[config.mk]
export PLATFORM = sky130hd
export DESIGN_NAME = dfc_host
export DESIGN_NICKNAME = d
export VERILOG_FILES = /design/src/rtl/dfc_host.v
export VERILOG_INCLUDE_DIRS = /design/src /design/src/inc
export SDC_FILE = /design/constraint.sdc
export NUM_CORES = 1
export LEC_CHECK = 0
export BUFFER_PORTS_ARGS = -buffer_cell sky130_fd_sc_hd__buf_2
export CAP_MARGIN = 30
export CORE_ASPECT_RATIO = 1.4
export CORE_UTILIZATION = 57
export DETAILED_ROUTE_END_ITERATION = 10
export PLACE_DENSITY = 0.85
export SLEW_MARGIN = 20
export SYNTH_ARGS = -nofsm -noshare
export SYNTH_HDL_FRONTEND = slang
export SYNTH_SLANG_ARGS = --single-unit
export TNS_END_PERCENT = 50
[constraint.sdc]
create_clock -name core_clk -period 2.6 [get_ports core_clk]
set_input_delay 0.13 -clock core_clk [delete_from_list [all_inputs] [get_ports core_clk]]
set_output_delay 0.13 -clock core_clk [all_outputs]
set_load 0.05 [all_outputs]
[src/inc/dfc_host_regs.vh]
// Register map, field positions and constants of the FIFO host controller
`ifndef DFC_HOST_REGS_VH
`define DFC_HOST_REGS_VH

// Register word offsets (byte address = offset)
`define DFC_REG_CTRL     8'h00
`define DFC_REG_STATUS   8'h04
`define DFC_REG_IRQ_STS  8'h08
`define DFC_REG_IRQ_MSK  8'h0c
`define DFC_REG_WDATA    8'h10
`define DFC_REG_RDATA    8'h14
`define DFC_REG_BLOCK    8'h18
`define DFC_REG_LEVEL    8'h1c

// Control fields
`define DFC_CTRL_SYNC_MODE  0
`define DFC_CTRL_SI_LEVEL   1
`define DFC_CTRL_WR_GATE    2
`define DFC_CTRL_RESET      3

// Interrupt status fields
`define DFC_IRQ_NEAR      0
`define DFC_IRQ_HALF      1
`define DFC_IRQ_FULL      2
`define DFC_IRQ_EMPTY     3
`define DFC_IRQ_BLK_DONE  4
`define DFC_IRQ_W         5

// Command codes in the block register
`define DFC_CMD_NONE   2'h0
`define DFC_CMD_WRITE  2'h1
`define DFC_CMD_LOAD   2'h2
`define DFC_CMD_SHIFT  2'h3

// Timing
`define DFC_CLK_HZ         20000000
`define DFC_RESET_NS       50
`define DFC_RESET_CYC      ((`DFC_RESET_NS * (`DFC_CLK_HZ / 1000000) + 999) / 1000)
`define DFC_LATENCY_NS     20
`define DFC_LATENCY_CYC    ((`DFC_LATENCY_NS * (`DFC_CLK_HZ / 1000000) + 999) / 1000)

// Flag thresholds, in words
`define DFC_DEPTH        4096
`define DFC_HALF         2048
`define DFC_NEAR         8

`endif

[src/rtl/dfc_host.v]
// Host controller that drives a dual-clock 9-bit FIFO through its pins
// Overview of operation
// - Common clock: enables and load/shift all change on one edge.
// - Common clock: full flag may gate one write enable directly.
// - Common clock: empty flag may gate the read enable directly.
// - Unrelated clocks: enables are generated here, never straight from flags.
// - Unrelated clocks: writes and reads synchronise at the full and empty boundaries.
// - Near and half flags act as early warnings before block transfers.
// - Chain serial input is extra control bits or a fixed level.
// - Later devices take serial input from a prior device output.
// - Chosen output pin sets one to nine bits added per device.
// - Chained write enables may be gated by full flags.
// - Read alignment in a chain needs logic outside the devices.
// - Word width need not be a multiple of nine.
// - Write stores data when both write enables high; no flag interlock.
// - Read enable with load high loads; low shifts, serial input into top bit.
`timescale 1ns/1ps
`include "dfc_host_regs.vh"

module dfc_host #(
   parameter DW = 9,
   parameter CW = 16
) (
   // Clock and reset
   input  wire          core_clk,
   input  wire          rstn,
   // Wishbone slave
   input  wire          wb_cyc_i,
   input  wire          wb_stb_i,
   input  wire          wb_we_i,
   input  wire [7:0]    wb_adr_i,
   input  wire [3:0]    wb_sel_i,
   input  wire [31:0]   wb_dat_i,
   output reg  [31:0]   wb_dat_o,
   output reg           wb_ack_o,
   // Interrupt
   output reg           irq_o,
   // FIFO device pins, both port clocks from core_clk
   output reg           write_port_clock_en,
   output reg           read_port_clock_en,
   output reg           async_reset_n,
   output reg           write_enable_a,
   output reg           write_enable_b,
   output reg  [DW-1:0] write_data_in,
   output reg           read_enable,
   output reg           load_not_shift,
   output reg           serial_in,
   input  wire [DW-1:0] read_data_out,
   input  wire          empty_flag_n,
   input  wire          near_boundary_flag_n,
   input  wire          half_full_flag_n,
   input  wire          full_flag_n
);

   localparam ST_IDLE  = 3'h0;
   localparam ST_RESET = 3'h1;
   localparam ST_WRITE = 3'h2;
   localparam ST_READ  = 3'h3;
   localparam ST_WAIT  = 3'h4;

   localparam integer RST_CYC_I = `DFC_RESET_CYC;
   localparam integer LAT_CYC_I = `DFC_LATENCY_CYC;
   localparam [7:0]   RST_CYC   = RST_CYC_I[7:0];
   localparam [7:0]   LAT_CYC   = LAT_CYC_I[7:0];

   reg  [3:0]           ctrl_q;
   reg  [`DFC_IRQ_W-1:0] ists_q;
   reg  [`DFC_IRQ_W-1:0] imsk_q;
   reg  [DW-1:0]        wdata_q;
   reg  [DW-1:0]        rdata_q;
   reg  [1:0]           cmd_q;
   reg  [CW-1:0]        count_q;
   reg  [2:0]           state_q;
   reg  [7:0]           tmr_q;
   reg  [3:0]           flags_q;
   reg                  busy_q;
   reg                  rd_pend_q;
   reg                  wr_pend_q;
   reg  [12:0]          lvl_lo_q;

   wire                 acc    = wb_cyc_i & wb_stb_i & ~wb_ack_o;
   wire                 wr_acc = acc & wb_we_i & wb_sel_i[0];
   wire                 blk_go = wr_acc & (wb_adr_i == `DFC_REG_BLOCK) & ~busy_q;
   wire                 rst_go = wr_acc & (wb_adr_i == `DFC_REG_CTRL)
                                 & wb_dat_i[`DFC_CTRL_RESET] & ~busy_q;
   wire                 sync_m = ctrl_q[`DFC_CTRL_SYNC_MODE];

   // Flag decode, active high
   // fill pattern decode
   wire f_empty = ~flags_q[0];
   wire f_full  = ~flags_q[3];

   // Level class shown to software: 0 empty .. 5 full
   reg  [2:0] lvl_class;
   always @* begin
      case (flags_q)
         4'b1100: lvl_class = 3'h0;
         4'b1101: lvl_class = 3'h1;
         4'b1111: lvl_class = 3'h2;
         4'b1011: lvl_class = 3'h3;
         4'b1001: lvl_class = 3'h4;
         4'b0001: lvl_class = 3'h5;
         default: lvl_class = 3'h7;
      endcase
   end

   // Previous flags, for edge events
   reg  [3:0] flags_p_q;
   wire [3:0] flag_rise = ~flags_q & flags_p_q;

   // Write gate from full flag in common-clock mode
   // full flag blocks overrun
   wire wr_ok = ~(sync_m & ctrl_q[`DFC_CTRL_WR_GATE] & f_full);
   wire rd_ok = ~(sync_m & f_empty);
   // Flags lag a pulse by two edges; pacing keeps each decision on fresh flags
   wire pace_ok = ~read_enable & ~rd_pend_q & ~write_enable_a & ~wr_pend_q;

   always @(posedge core_clk or negedge rstn) begin
      if (!rstn) begin
         flags_q   <= 4'hc;
         flags_p_q <= 4'hc;
      end else begin
         flags_q   <= {full_flag_n, half_full_flag_n, near_boundary_flag_n, empty_flag_n};
         flags_p_q <= flags_q;
      end
   end

   // Register slave
   always @(posedge core_clk or negedge rstn) begin
      if (!rstn) begin
         wb_ack_o <= 1'b0;
         wb_dat_o <= 32'h0000_0000;
         ctrl_q   <= 4'h4;
         imsk_q   <= {`DFC_IRQ_W{1'b0}};
         wdata_q  <= {DW{1'b0}};
      end else begin
         wb_ack_o <= acc;
         if (wr_acc) begin
            case (wb_adr_i)
               `DFC_REG_CTRL:    ctrl_q  <= {1'b0, wb_dat_i[2:0]};
               `DFC_REG_IRQ_MSK: imsk_q  <= wb_dat_i[`DFC_IRQ_W-1:0];
               `DFC_REG_WDATA:   wdata_q <= wb_dat_i[DW-1:0];
               default:          ;
            endcase
         end
         if (acc && !wb_we_i) begin
            case (wb_adr_i)
               `DFC_REG_CTRL:    wb_dat_o <= {28'h0, ctrl_q};
               `DFC_REG_STATUS:  wb_dat_o <= {24'h0, busy_q, lvl_class, flags_q};
               `DFC_REG_IRQ_STS: wb_dat_o <= {{(32-`DFC_IRQ_W){1'b0}}, ists_q};
               `DFC_REG_IRQ_MSK: wb_dat_o <= {{(32-`DFC_IRQ_W){1'b0}}, imsk_q};
               `DFC_REG_WDATA:   wb_dat_o <= {{(32-DW){1'b0}}, wdata_q};
               `DFC_REG_RDATA:   wb_dat_o <= {{(32-DW){1'b0}}, rdata_q};
               `DFC_REG_BLOCK:   wb_dat_o <= {{(30-CW){1'b0}}, count_q, cmd_q};
               `DFC_REG_LEVEL:   wb_dat_o <= {19'h0, lvl_lo_q};
               default:          wb_dat_o <= 32'h0000_0000;
            endcase
         end
      end
   end

   // Sticky interrupt status; set wins over write-one clear
   // flag-edge and block-done interrupt events
   wire [`DFC_IRQ_W-1:0] ev;
   assign ev[`DFC_IRQ_NEAR]     = flag_rise[1];
   assign ev[`DFC_IRQ_HALF]     = flag_rise[2];
   assign ev[`DFC_IRQ_FULL]     = flag_rise[3];
   assign ev[`DFC_IRQ_EMPTY]    = flag_rise[0];
   assign ev[`DFC_IRQ_BLK_DONE] = busy_q & (state_q == ST_IDLE);
   wire clr_sts = wr_acc & (wb_adr_i == `DFC_REG_IRQ_STS);

   genvar gi;
   generate
      for (gi = 0; gi < `DFC_IRQ_W; gi = gi + 1) begin : g_ists
         always @(posedge core_clk or negedge rstn) begin
            if (!rstn)
               ists_q[gi] <= 1'b0;
            else if (ev[gi])
               ists_q[gi] <= 1'b1;
            else if (clr_sts && wb_dat_i[gi])
               ists_q[gi] <= 1'b0;
         end
      end
   endgenerate

   always @(posedge core_clk or negedge rstn) begin
      if (!rstn)
         irq_o <= 1'b0;
      else
         irq_o <= |(ists_q & imsk_q);
   end

   // Pulses as the device will see them at the next edge
   wire wr_pulse = write_enable_a & write_enable_b;
   wire ld_pulse = read_enable & load_not_shift;

   // Host-side fill estimate, counts own writes minus loads
   always @(posedge core_clk or negedge rstn) begin
      if (!rstn)
         lvl_lo_q <= 13'h0000;
      else if (state_q == ST_RESET)
         lvl_lo_q <= 13'h0000;
      else if (wr_pulse && !ld_pulse)
         lvl_lo_q <= lvl_lo_q + 13'h0001;
      else if (ld_pulse && !wr_pulse && lvl_lo_q != 13'h0000)
         lvl_lo_q <= lvl_lo_q - 13'h0001;
   end

   // Transfer engine
   // all pins driven from one edge
   always @(posedge core_clk or negedge rstn) begin
      if (!rstn) begin
         state_q             <= ST_IDLE;
         busy_q              <= 1'b0;
         cmd_q               <= `DFC_CMD_NONE;
         count_q             <= {CW{1'b0}};
         tmr_q               <= 8'h00;
         rd_pend_q           <= 1'b0;
         wr_pend_q           <= 1'b0;
         rdata_q             <= {DW{1'b0}};
         write_port_clock_en <= 1'b0;
         read_port_clock_en  <= 1'b0;
         async_reset_n       <= 1'b0;
         write_enable_a      <= 1'b0;
         write_enable_b      <= 1'b0;
         write_data_in       <= {DW{1'b0}};
         read_enable         <= 1'b0;
         load_not_shift      <= 1'b0;
         serial_in           <= 1'b0;
      end else begin
         write_port_clock_en <= 1'b1;
         read_port_clock_en  <= 1'b1;
         serial_in           <= ctrl_q[`DFC_CTRL_SI_LEVEL];
         write_enable_a      <= 1'b0;
         write_enable_b      <= 1'b0;
         read_enable         <= 1'b0;
         rd_pend_q           <= read_enable;
         wr_pend_q           <= write_enable_a;
         // capture output after load or shift
         if (rd_pend_q)
            rdata_q <= read_data_out;
         case (state_q)
            ST_IDLE: begin
               async_reset_n <= 1'b1;
               busy_q        <= 1'b0;
               if (rst_go) begin
                  busy_q        <= 1'b1;
                  async_reset_n <= 1'b0;
                  tmr_q         <= RST_CYC;
                  state_q       <= ST_RESET;
               end else if (blk_go && wb_dat_i[1:0] != `DFC_CMD_NONE) begin
                  busy_q  <= 1'b1;
                  cmd_q   <= wb_dat_i[1:0];
                  count_q <= (wb_dat_i[CW+1:2] == {CW{1'b0}}) ? {{(CW-1){1'b0}}, 1'b1}
                                                               : wb_dat_i[CW+1:2];
                  state_q <= (wb_dat_i[1:0] == `DFC_CMD_WRITE) ? ST_WRITE : ST_READ;
               end
            end
            // hold reset low its least width
            ST_RESET: begin
               if (tmr_q <= 8'h01) begin
                  async_reset_n <= 1'b1;
                  state_q       <= ST_IDLE;
               end else
                  tmr_q <= tmr_q - 8'h01;
            end
            // both write enables for a store
            ST_WRITE: begin
               if (pace_ok && f_full && !sync_m)
                  state_q <= ST_WAIT;
               else if (pace_ok && wr_ok) begin
                  write_enable_a <= 1'b1;
                  write_enable_b <= 1'b1;
                  write_data_in  <= wdata_q;
                  tmr_q          <= LAT_CYC;
                  if (count_q == {{(CW-1){1'b0}}, 1'b1})
                     state_q <= ST_WAIT;
                  count_q <= count_q - {{(CW-1){1'b0}}, 1'b1};
               end
            end
            ST_READ: begin
               // stop at empty boundary for loads
               if (pace_ok && cmd_q == `DFC_CMD_LOAD && f_empty && !sync_m)
                  state_q <= ST_WAIT;
               else if (pace_ok && (cmd_q == `DFC_CMD_SHIFT || rd_ok)) begin
                  read_enable    <= 1'b1;
                  load_not_shift <= (cmd_q == `DFC_CMD_LOAD);
                  tmr_q          <= LAT_CYC;
                  if (count_q == {{(CW-1){1'b0}}, 1'b1})
                     state_q <= ST_WAIT;
                  count_q <= count_q - {{(CW-1){1'b0}}, 1'b1};
               end
            end
            // Let flags and read data settle before the block is reported done
            ST_WAIT: begin
               if (tmr_q <= 8'h01 && pace_ok) begin
                  cmd_q   <= `DFC_CMD_NONE;
                  state_q <= ST_IDLE;
               end else if (tmr_q > 8'h01)
                  tmr_q <= tmr_q - 8'h01;
            end
            default: state_q <= ST_IDLE;
         endcase
      end
   end

endmodule

==> summary.txt, run 1 <==
antenna violations before repair: 0
fmax: 414.2 MHz
CTS Buffer Depth: 2
most common cell after layout, fill and taps aside: dfrtp_1
Initial Util: 0.5937
Final min period: 2414 ps
post-CTS setup buffers: 0
1st-iter DRT viols: 503
WL final: 18650 um
Arrival @ worst endpoint: 2760 ps
clk sink count: 119
largest net degree at the start of global routing: 69
RSZ-0062 raised after global routing: false
compound-gate portion of the synthesized area: 0.2150
Clock Skews: 9.351 ps
ys async rst share: 1.000
Post-route DRC: 0
H-tree Lvls: 4
nets: 861
CP Capture Type: flip-flop
cell row count: 45
# IOs: 113
die area: 11870 um^2
dominant cell type by area after synthesis: dfrtp_1
CTS tree: yes
Vias/cell: 6.467
ratio of cells with drive above 1 in the final layout: 0.2487
post-synthesis sequential area ratio: 0.4578
Core Box Area: 10980 um^2
Synth area leaders: dfrtp_1 (44%), nand2_1 (4.7%), mux2_2 (4.1%)
Hold WS: 11.61 ps
startpoint types: flip-flop
Yosys top cell area share: 0.4376
via count: 6060
R2R Setup Slk: 190 ps
clock-pin slew on the worst setup and hold paths: 50 ps
final core utilization: 0.7173
Avg WL per Cell: 19.91 um
synthesis warning total: 0
Clk Latency, worst-skew pair: 420 ps
Adder-Cell Fraction of Synth Area: 0.03186
Worst Max-Slew Pin Slew: 817.0 ps
Slew Limit Fails: 0
final instance area: 7875 um^2
CTS buffer count: 17
Netlist cell types: 77
Die H: 128.5 um
ANT cells: 0
placed cell count: 892
Die Wd: 92.38 um
drt first pass iters: 8
Syn Std Cell Area: 6519 um^2
number of synthesized register bits: 119
Post-synth EDFFs: 0
VDD IR max: 0.6070 mV
Final Cycle Share: 0.9285
Setup Crit Path Kind: reg2reg
worst hold path class: in2reg
main combinational cell family by area after synthesis: compound AO/OA/AOI/OAI gates
status: finished, final reports clean
DP Wirelength: 13240 um
Post-Syn Area per Cell: 9.657 um^2
Pleak: 3.770 nW
gr ovfl total: 0
PortBufs: 81
Max-Cap Viols: 0
synthesis-to-layout area growth: 20.81%
Critical Path RT: 2950 ps
Post-Synthesis Cells: 675
most frequent cells in the layout: dfrtp_1 (111), nand2_1 (80), buf_2 (80)
mux contribution to synthesized area: 0.05873
CP Max Fanout: 11
Final ANT Viol Nets: 0
gr usage total: 0.3291
vias in the first global route: 5951
placed cell area: 7139 um^2
RD Place Congestion: 0.9190
xor and xnor area share after synthesis: 0.008061
Finished Layout Cells: 937
top_reg_cell synth: dfrtp_1
first-pass GRT wire length: 29750 um
relative slew slack: 0.4503
Clock Root Buffer: clkbuf_16
Setup TNS: 0 ps
Fin. Hold Viols: 0
simple-gate area share of the yosys netlist: 0.1747
fillers: 803
P per Cell Area: 1118 nW/um^2
endpoints failing setup: 0
[cells in the mapped netlist, drive strengths merged (6+ instances only)]
cell type	instances
clkbuf	21
nand2	81
mux2i	9
a31oi	11
a22o	13
buf	25
nand2b	9
and3	10
inv	27
o31ai	6
nand4	7
dfrtp	114
o21ai	44
nand3	10
a22oi	19
a21oi	47
mux2	24
a222oi	7
nor4	14
nor2	40
nor3	21
a21o	16
ha	15
o21a	6
[routing by layer]
layer	share of wire	GRT usage	vias up	routed length, um
li1	-	-	2676	-
met1	0.37	0.3832	2938	6945
met2	0.50	0.5473	360	9254
met3	0.074	0.06501	86	1376
met4	0.058	0.2243	0	1075
met5	0	0	-	0
[metrics by stage]
step | setup slack, ps | power (mW)
after CTS | 101.1 | 8.657
after floorplan | 116.0 | 5.298
after detailed placement | 1.071 | 6.295
final | 185.8 | 8.803
after global placement | 109.6 | 6.084
after global routing | 10.87 | 9.302
[layout make-up]
class                           instances  area, um^2  share of cell area
Multi-Input combinational cell        496        3269              0.4152
Sequential cell                       119        2988              0.3794
Timing Repair Buffer                  122       764.5             0.09708
Clock buffer                           20       446.7             0.05672
Tap cell                              141       176.4             0.02240
Clock inverter                         12       128.9             0.01636
Inverter                               27       101.3             0.01287
[path summary, 6_finish.rpt]
| kind | endpoint | cells past startpoint | start |
|---|---|---|---|
| worst max-delay path | lvl_lo_q[12] | 10 | load_not_shift |
| worst min-delay path | rdata_q[7] | 2 | read_data_out[7] |
| worst max register to register | lvl_lo_q[12] | 10 | load_not_shift |
| worst min register to register | serial_in | 0 | ctrl_q[1] |
| max in group asynchronous | write_enable_b | 3 | rstn |
| min in group asynchronous | ists_q[1] | 2 | rstn |
[worst max-delay path, stage by stage, from the launching register on]
cell	delay (ps)
dfrtp_2	360
nand2_1	130
nand2_4	190
inv_1	100
fa_1	420
nor2b_1	210
o2111ai_2	200
a21oi_2	210
o22ai_1	110
mux2i_1	210
mux2i_1	200
[registers in the layout (all words and copies together), names as in the netlist, 2 cells and up]
name / count
tmr_q: 8
ists_q: 5
imsk_q: 5
count_q: 16
state_q: 3
lvl_lo_q: 13
write_data_in: 9
cmd_q: 2
wb_dat_o: 18
flags_q: 4
flags_p_q: 4
wdata_q: 9
rdata_q: 9
ctrl_q: 3
[what timing repair did]
item | 4_1_cts | 5_1_grt
pin swaps | 0 | 1
endpoints found under the hold margin | 123 | 0
resized for setup | 1 | 6
hold buffers | 13 | 0
endpoints found under the setup margin | 3 | 4
cloned | 0 | 0
[logic make-up (layout without fill, tap and decap cells)]
| family | count (synthesis) | after routing |
|---|---|---|
| simple gates | 219 | 219 |
| mux | 34 | 34 |
| other cells | 2 | 15 |
| xor+xnor | 6 | 6 |
| compound gates | 206 | 206 |
| flops | 119 | 119 |
| fa+ha+maj | 16 | 16 |
| buf+inv | 73 | 181 |
[where the power goes]
part | switching (mW) | internal, mW
logic | 2.23 | 1.54
clock network | 0.854 | 1.43
registers | 0.500 | 2.25
total | 3.59 | 5.22
(Power assumes the default switching activity.)
==> run 2, diff against run 1 <==
--- a/config.mk
+++ b/config.mk
@@ -11,6 +11,7 @@
 export CORE_ASPECT_RATIO = 1.4
 export CORE_UTILIZATION = 57
 export DETAILED_ROUTE_END_ITERATION = 10
+export GPL_TIMING_DRIVEN = 0
 export PLACE_DENSITY = 0.85
 export SLEW_MARGIN = 20
 export SYNTH_ARGS = -nofsm -noshare
==> constraint.sdc (replaced) <==
create_clock -name core_clk -period 2.3 [get_ports core_clk]
set_input_delay 0.115 -clock core_clk [delete_from_list [all_inputs] [get_ports core_clk]]
set_output_delay 0.115 -clock core_clk [all_outputs]
set_load 0.05 [all_outputs]
==> summary.txt, run 2 (synthesized netlist as in run 1, its figures left out) <==
Gate power share: 0.460 (was 0.429)
critical-path cell list: nand2_4 > inv_2 > fa_2 > nor2b_4 > o2111ai_4 > a21oi_2 > o22ai_2 > mux2i_1 > mux2i_1 (was nand2_1 > nand2_4 > inv_1 > fa_1 > nor2b_1 > o2111ai_2 > a21oi_2 > o22ai_1 > mux2i_1 > mux2i_1)
sw frac: 0.4044 (was 0.4074)
antenna violations before repair: 0 (unchanged)
max reg flops: 18 (unchanged)
DP Worst Slack: -159.5 ps (was 1.071 ps)
Die H: 128.5 um (unchanged)
Hold WS: 18.68 ps (was 11.61 ps)
Pleak: 3.947 nW (was 3.770 nW)
WL final: 20330 um (was 18650 um)
relative slew slack: 0.4054 (was 0.4503)
gr ovfl total: 0 (unchanged)
1st-iter DRT viols: 643 (was 503)
R2R Setup Slk: 60 ps (was 190 ps)
VDD IR max: 0.7917 mV (was 0.6070 mV)
H-tree Lvls: 4 (unchanged)
most common cell after layout, fill and taps aside: dfrtp_1 (unchanged)
endpoints failing setup: 0 (unchanged)
Arrival @ worst endpoint: 2580 ps (was 2760 ps)
first-pass GRT wire length: 32270 um (was 29750 um)
worst hold path class: in2reg (unchanged)
Slowest-stage cell, CP: dfrtp_2 (was fa_1)
ratio of cells with drive above 1 in the final layout: 0.2904 (was 0.2487)
Die Wd: 92.38 um (unchanged)
Clock Skews: 11.78 ps (was 9.351 ps)
Fin. Hold Viols: 0 (unchanged)
clock-pin slew on the worst setup and hold paths: 60 ps (was 50 ps)
Worst Max-Slew Pin Slew: 885.1 ps (was 817.0 ps)
final core utilization: 0.7573 (was 0.7173)
DP Wirelength: 13580 um (was 13240 um)
Post-route DRC: 0 (unchanged)
largest net degree at the start of global routing: 61 (was 69)
Slew Limit Fails: 0 (unchanged)
most flop-heavy register: wb_dat_o (unchanged)
gr usage total: 0.3556 (was 0.3291)
vias in the first global route: 6286 (was 5951)
Vias/cell: 6.468 (was 6.467)
Sequential Power Share: 0.289 (was 0.312)
nets: 897 (was 861)
Core Box Area: 10980 um^2 (unchanged)
slowest cell delay on critical path: 480 ps (was 420 ps)
PortBufs: 81 (unchanged)
Largest regs: wb_dat_o: 18 flops, count_q: 16 flops, lvl_lo_q: 13 flops (unchanged)
# IOs: 113 (unchanged)
die area: 11870 um^2 (unchanged)
Clock power frac: 0.252 (was 0.259)
capturing point of the worst reg2reg path: lvl_lo_q[12] (unchanged)
P per Cell Area: 1301 nW/um^2 (was 1118 nW/um^2)
CTS tree: yes (unchanged)
Final min period: 2239 ps (was 2414 ps)
CP Max Fanout: 5 (was 11)
CTS Buffer Depth: 2 (unchanged)
Clock Root Buffer: clkbuf_16 (unchanged)
Worst Reg-to-Reg Cells: 9 (was 10)
cell repeated most along the worst path: mux2i_1 (unchanged)
r2r startpoint: write_enable_b (was load_not_shift)
Final ANT Viol Nets: 0 (unchanged)
Avg WL per Cell: 20.93 um (was 19.91 um)
clk sink count: 119 (unchanged)
setup ws final: 60.92 ps (was 185.8 ps)
most frequent cells in the layout: dfrtp_1 (111), buf_2 (89), nand2_1 (78) (was dfrtp_1 (111), nand2_1 (80), buf_2 (80))
Critical Path RT: 2640 ps (was 2950 ps)
Clk Latency, worst-skew pair: 420 ps (about the same)
Worst Hold Launch: wb_dat_i[7] (was read_data_out[7])
fmax: 446.6 MHz (was 414.2 MHz)
CP Capture Type: flip-flop (unchanged)
via count: 6280 (was 6060)
crit path from: write_enable_b (was load_not_shift)
Initial Util: 0.5937 (unchanged)
Final Cycle Share: 0.9735 (was 0.9285)
Setup Crit Path Kind: reg2reg (unchanged)
drt first pass iters: 7 (was 8)
switching power of the nets: 4.375 mW (was 3.587 mW)
Pint: 6.443 mW (was 5.216 mW)
RD Place Congestion: 0.9767 (was 0.9190)
startpoint types: flip-flop (unchanged)
Max-Cap Viols: 0 (unchanged)
status: finished, final reports clean (unchanged)
Setup TNS: 0 ps (unchanged)
synthesis-to-layout area growth: 27.54% (was 20.81%)
CTS buffer count: 17 (unchanged)
end point of the critical path: lvl_lo_q[12] (unchanged)
cell row count: 45 (unchanged)
ANT cells: 0 (unchanged)
-- run 2: changes by cell type in the layout (fill, tap and decap cells not counted), moves of 3 or more --
cell	delta
clkinv_4	-3
ha_1	-9
clkbuf_8	+3
clkbuf_1	+14
ha_2	+3
nor3_2	+3
buf_2	+9
ha_4	+6
a21oi_1	-3
buf_4	+5
nor3_1	-3
-- run 2: layout make-up --
| type | instances | area [um^2] |
|---|---|---|
| Buffer | 42 | 230.2 |
| Timing Repair Buffer | 115 | 734.5 |
| Multi-Input combinational cell | 497 | 3475 |
| Tap cell | 141 | 176.4 |
| Clock buffer | 22 | 484.2 |
| Fill cell | 745 | 2665 |
| Inverter | 27 | 103.9 |
| Sequential cell | 119 | 2988 |
| Clock inverter | 8 | 122.6 |
-- run 2: layer usage --
| metal | global-route usage | wire, um |
|---|---|---|
| met5 | 0 | 0 |
| met4 | 0.2096 | 1147 |
| met3 | 0.07624 | 1476 |
| met2 | 0.5861 | 10020 |
| met1 | 0.4290 | 7685 |
-- run 2: stage by stage --
step                      power, mW  area (um^2)  std cells
after CTS                     10.08         8088        964
after floorplan               5.996         6583        688
after global placement        6.865         7164        910
final                         10.82         8314        971
after detailed placement      7.071         7203        912
after global routing          11.34         8314        971
-- run 2: critical path: cells and delay by family (launching register included) --
family | cells | cell delay (ps)
DFF | 1 | 480
muxes | 2 | 410
and+or+nand+nor | 2 | 320
buffers and inverters | 1 | 90
adders and majority gates | 1 | 400
AOI/OAI and AO/OA | 3 | 450
-- run 2: what timing repair did --
item | in CTS | in global routing
endpoints found under the setup margin | 38 | 55
cloned | 0 | 1
gates resized for setup | 12 | 39
pin swaps | 2 | 10
endpoints found under the hold margin | 68 | 0
buffers inserted | 8 | 9
hold buffers | 15 | 0
-- run 2: how the worst min path moves through the flow --
| stage | endpoint | slack [ps] | depth (start not counted) |
|---|---|---|---|
| 6_report | wdata_q[7] | 20 | 2 |
| 5_1_grt | wdata_q[7] | 30 | 2 |
| 4_1_cts | wdata_q[7] | 6 | 2 |
| 3_5_place_dp | read_port_clock_en | 120 | 1 |
| 3_3_place_gp | flags_q[3] | 220 | 1 |
| 2_1_floorplan | async_reset_n | -180 | 0 |
-- run 2: power groups by stage --
stage | combinational (mW) | clock, mW | sequential (mW)
floorplan | 3.01 | 0 | 2.99
global placement | 3.81 | 0 | 3.06
detailed placement | 3.99 | 0 | 3.08
CTS | 4.27 | 2.73 | 3.07
global route | 5.35 | 2.83 | 3.17
finish | 4.97 | 2.72 | 3.12
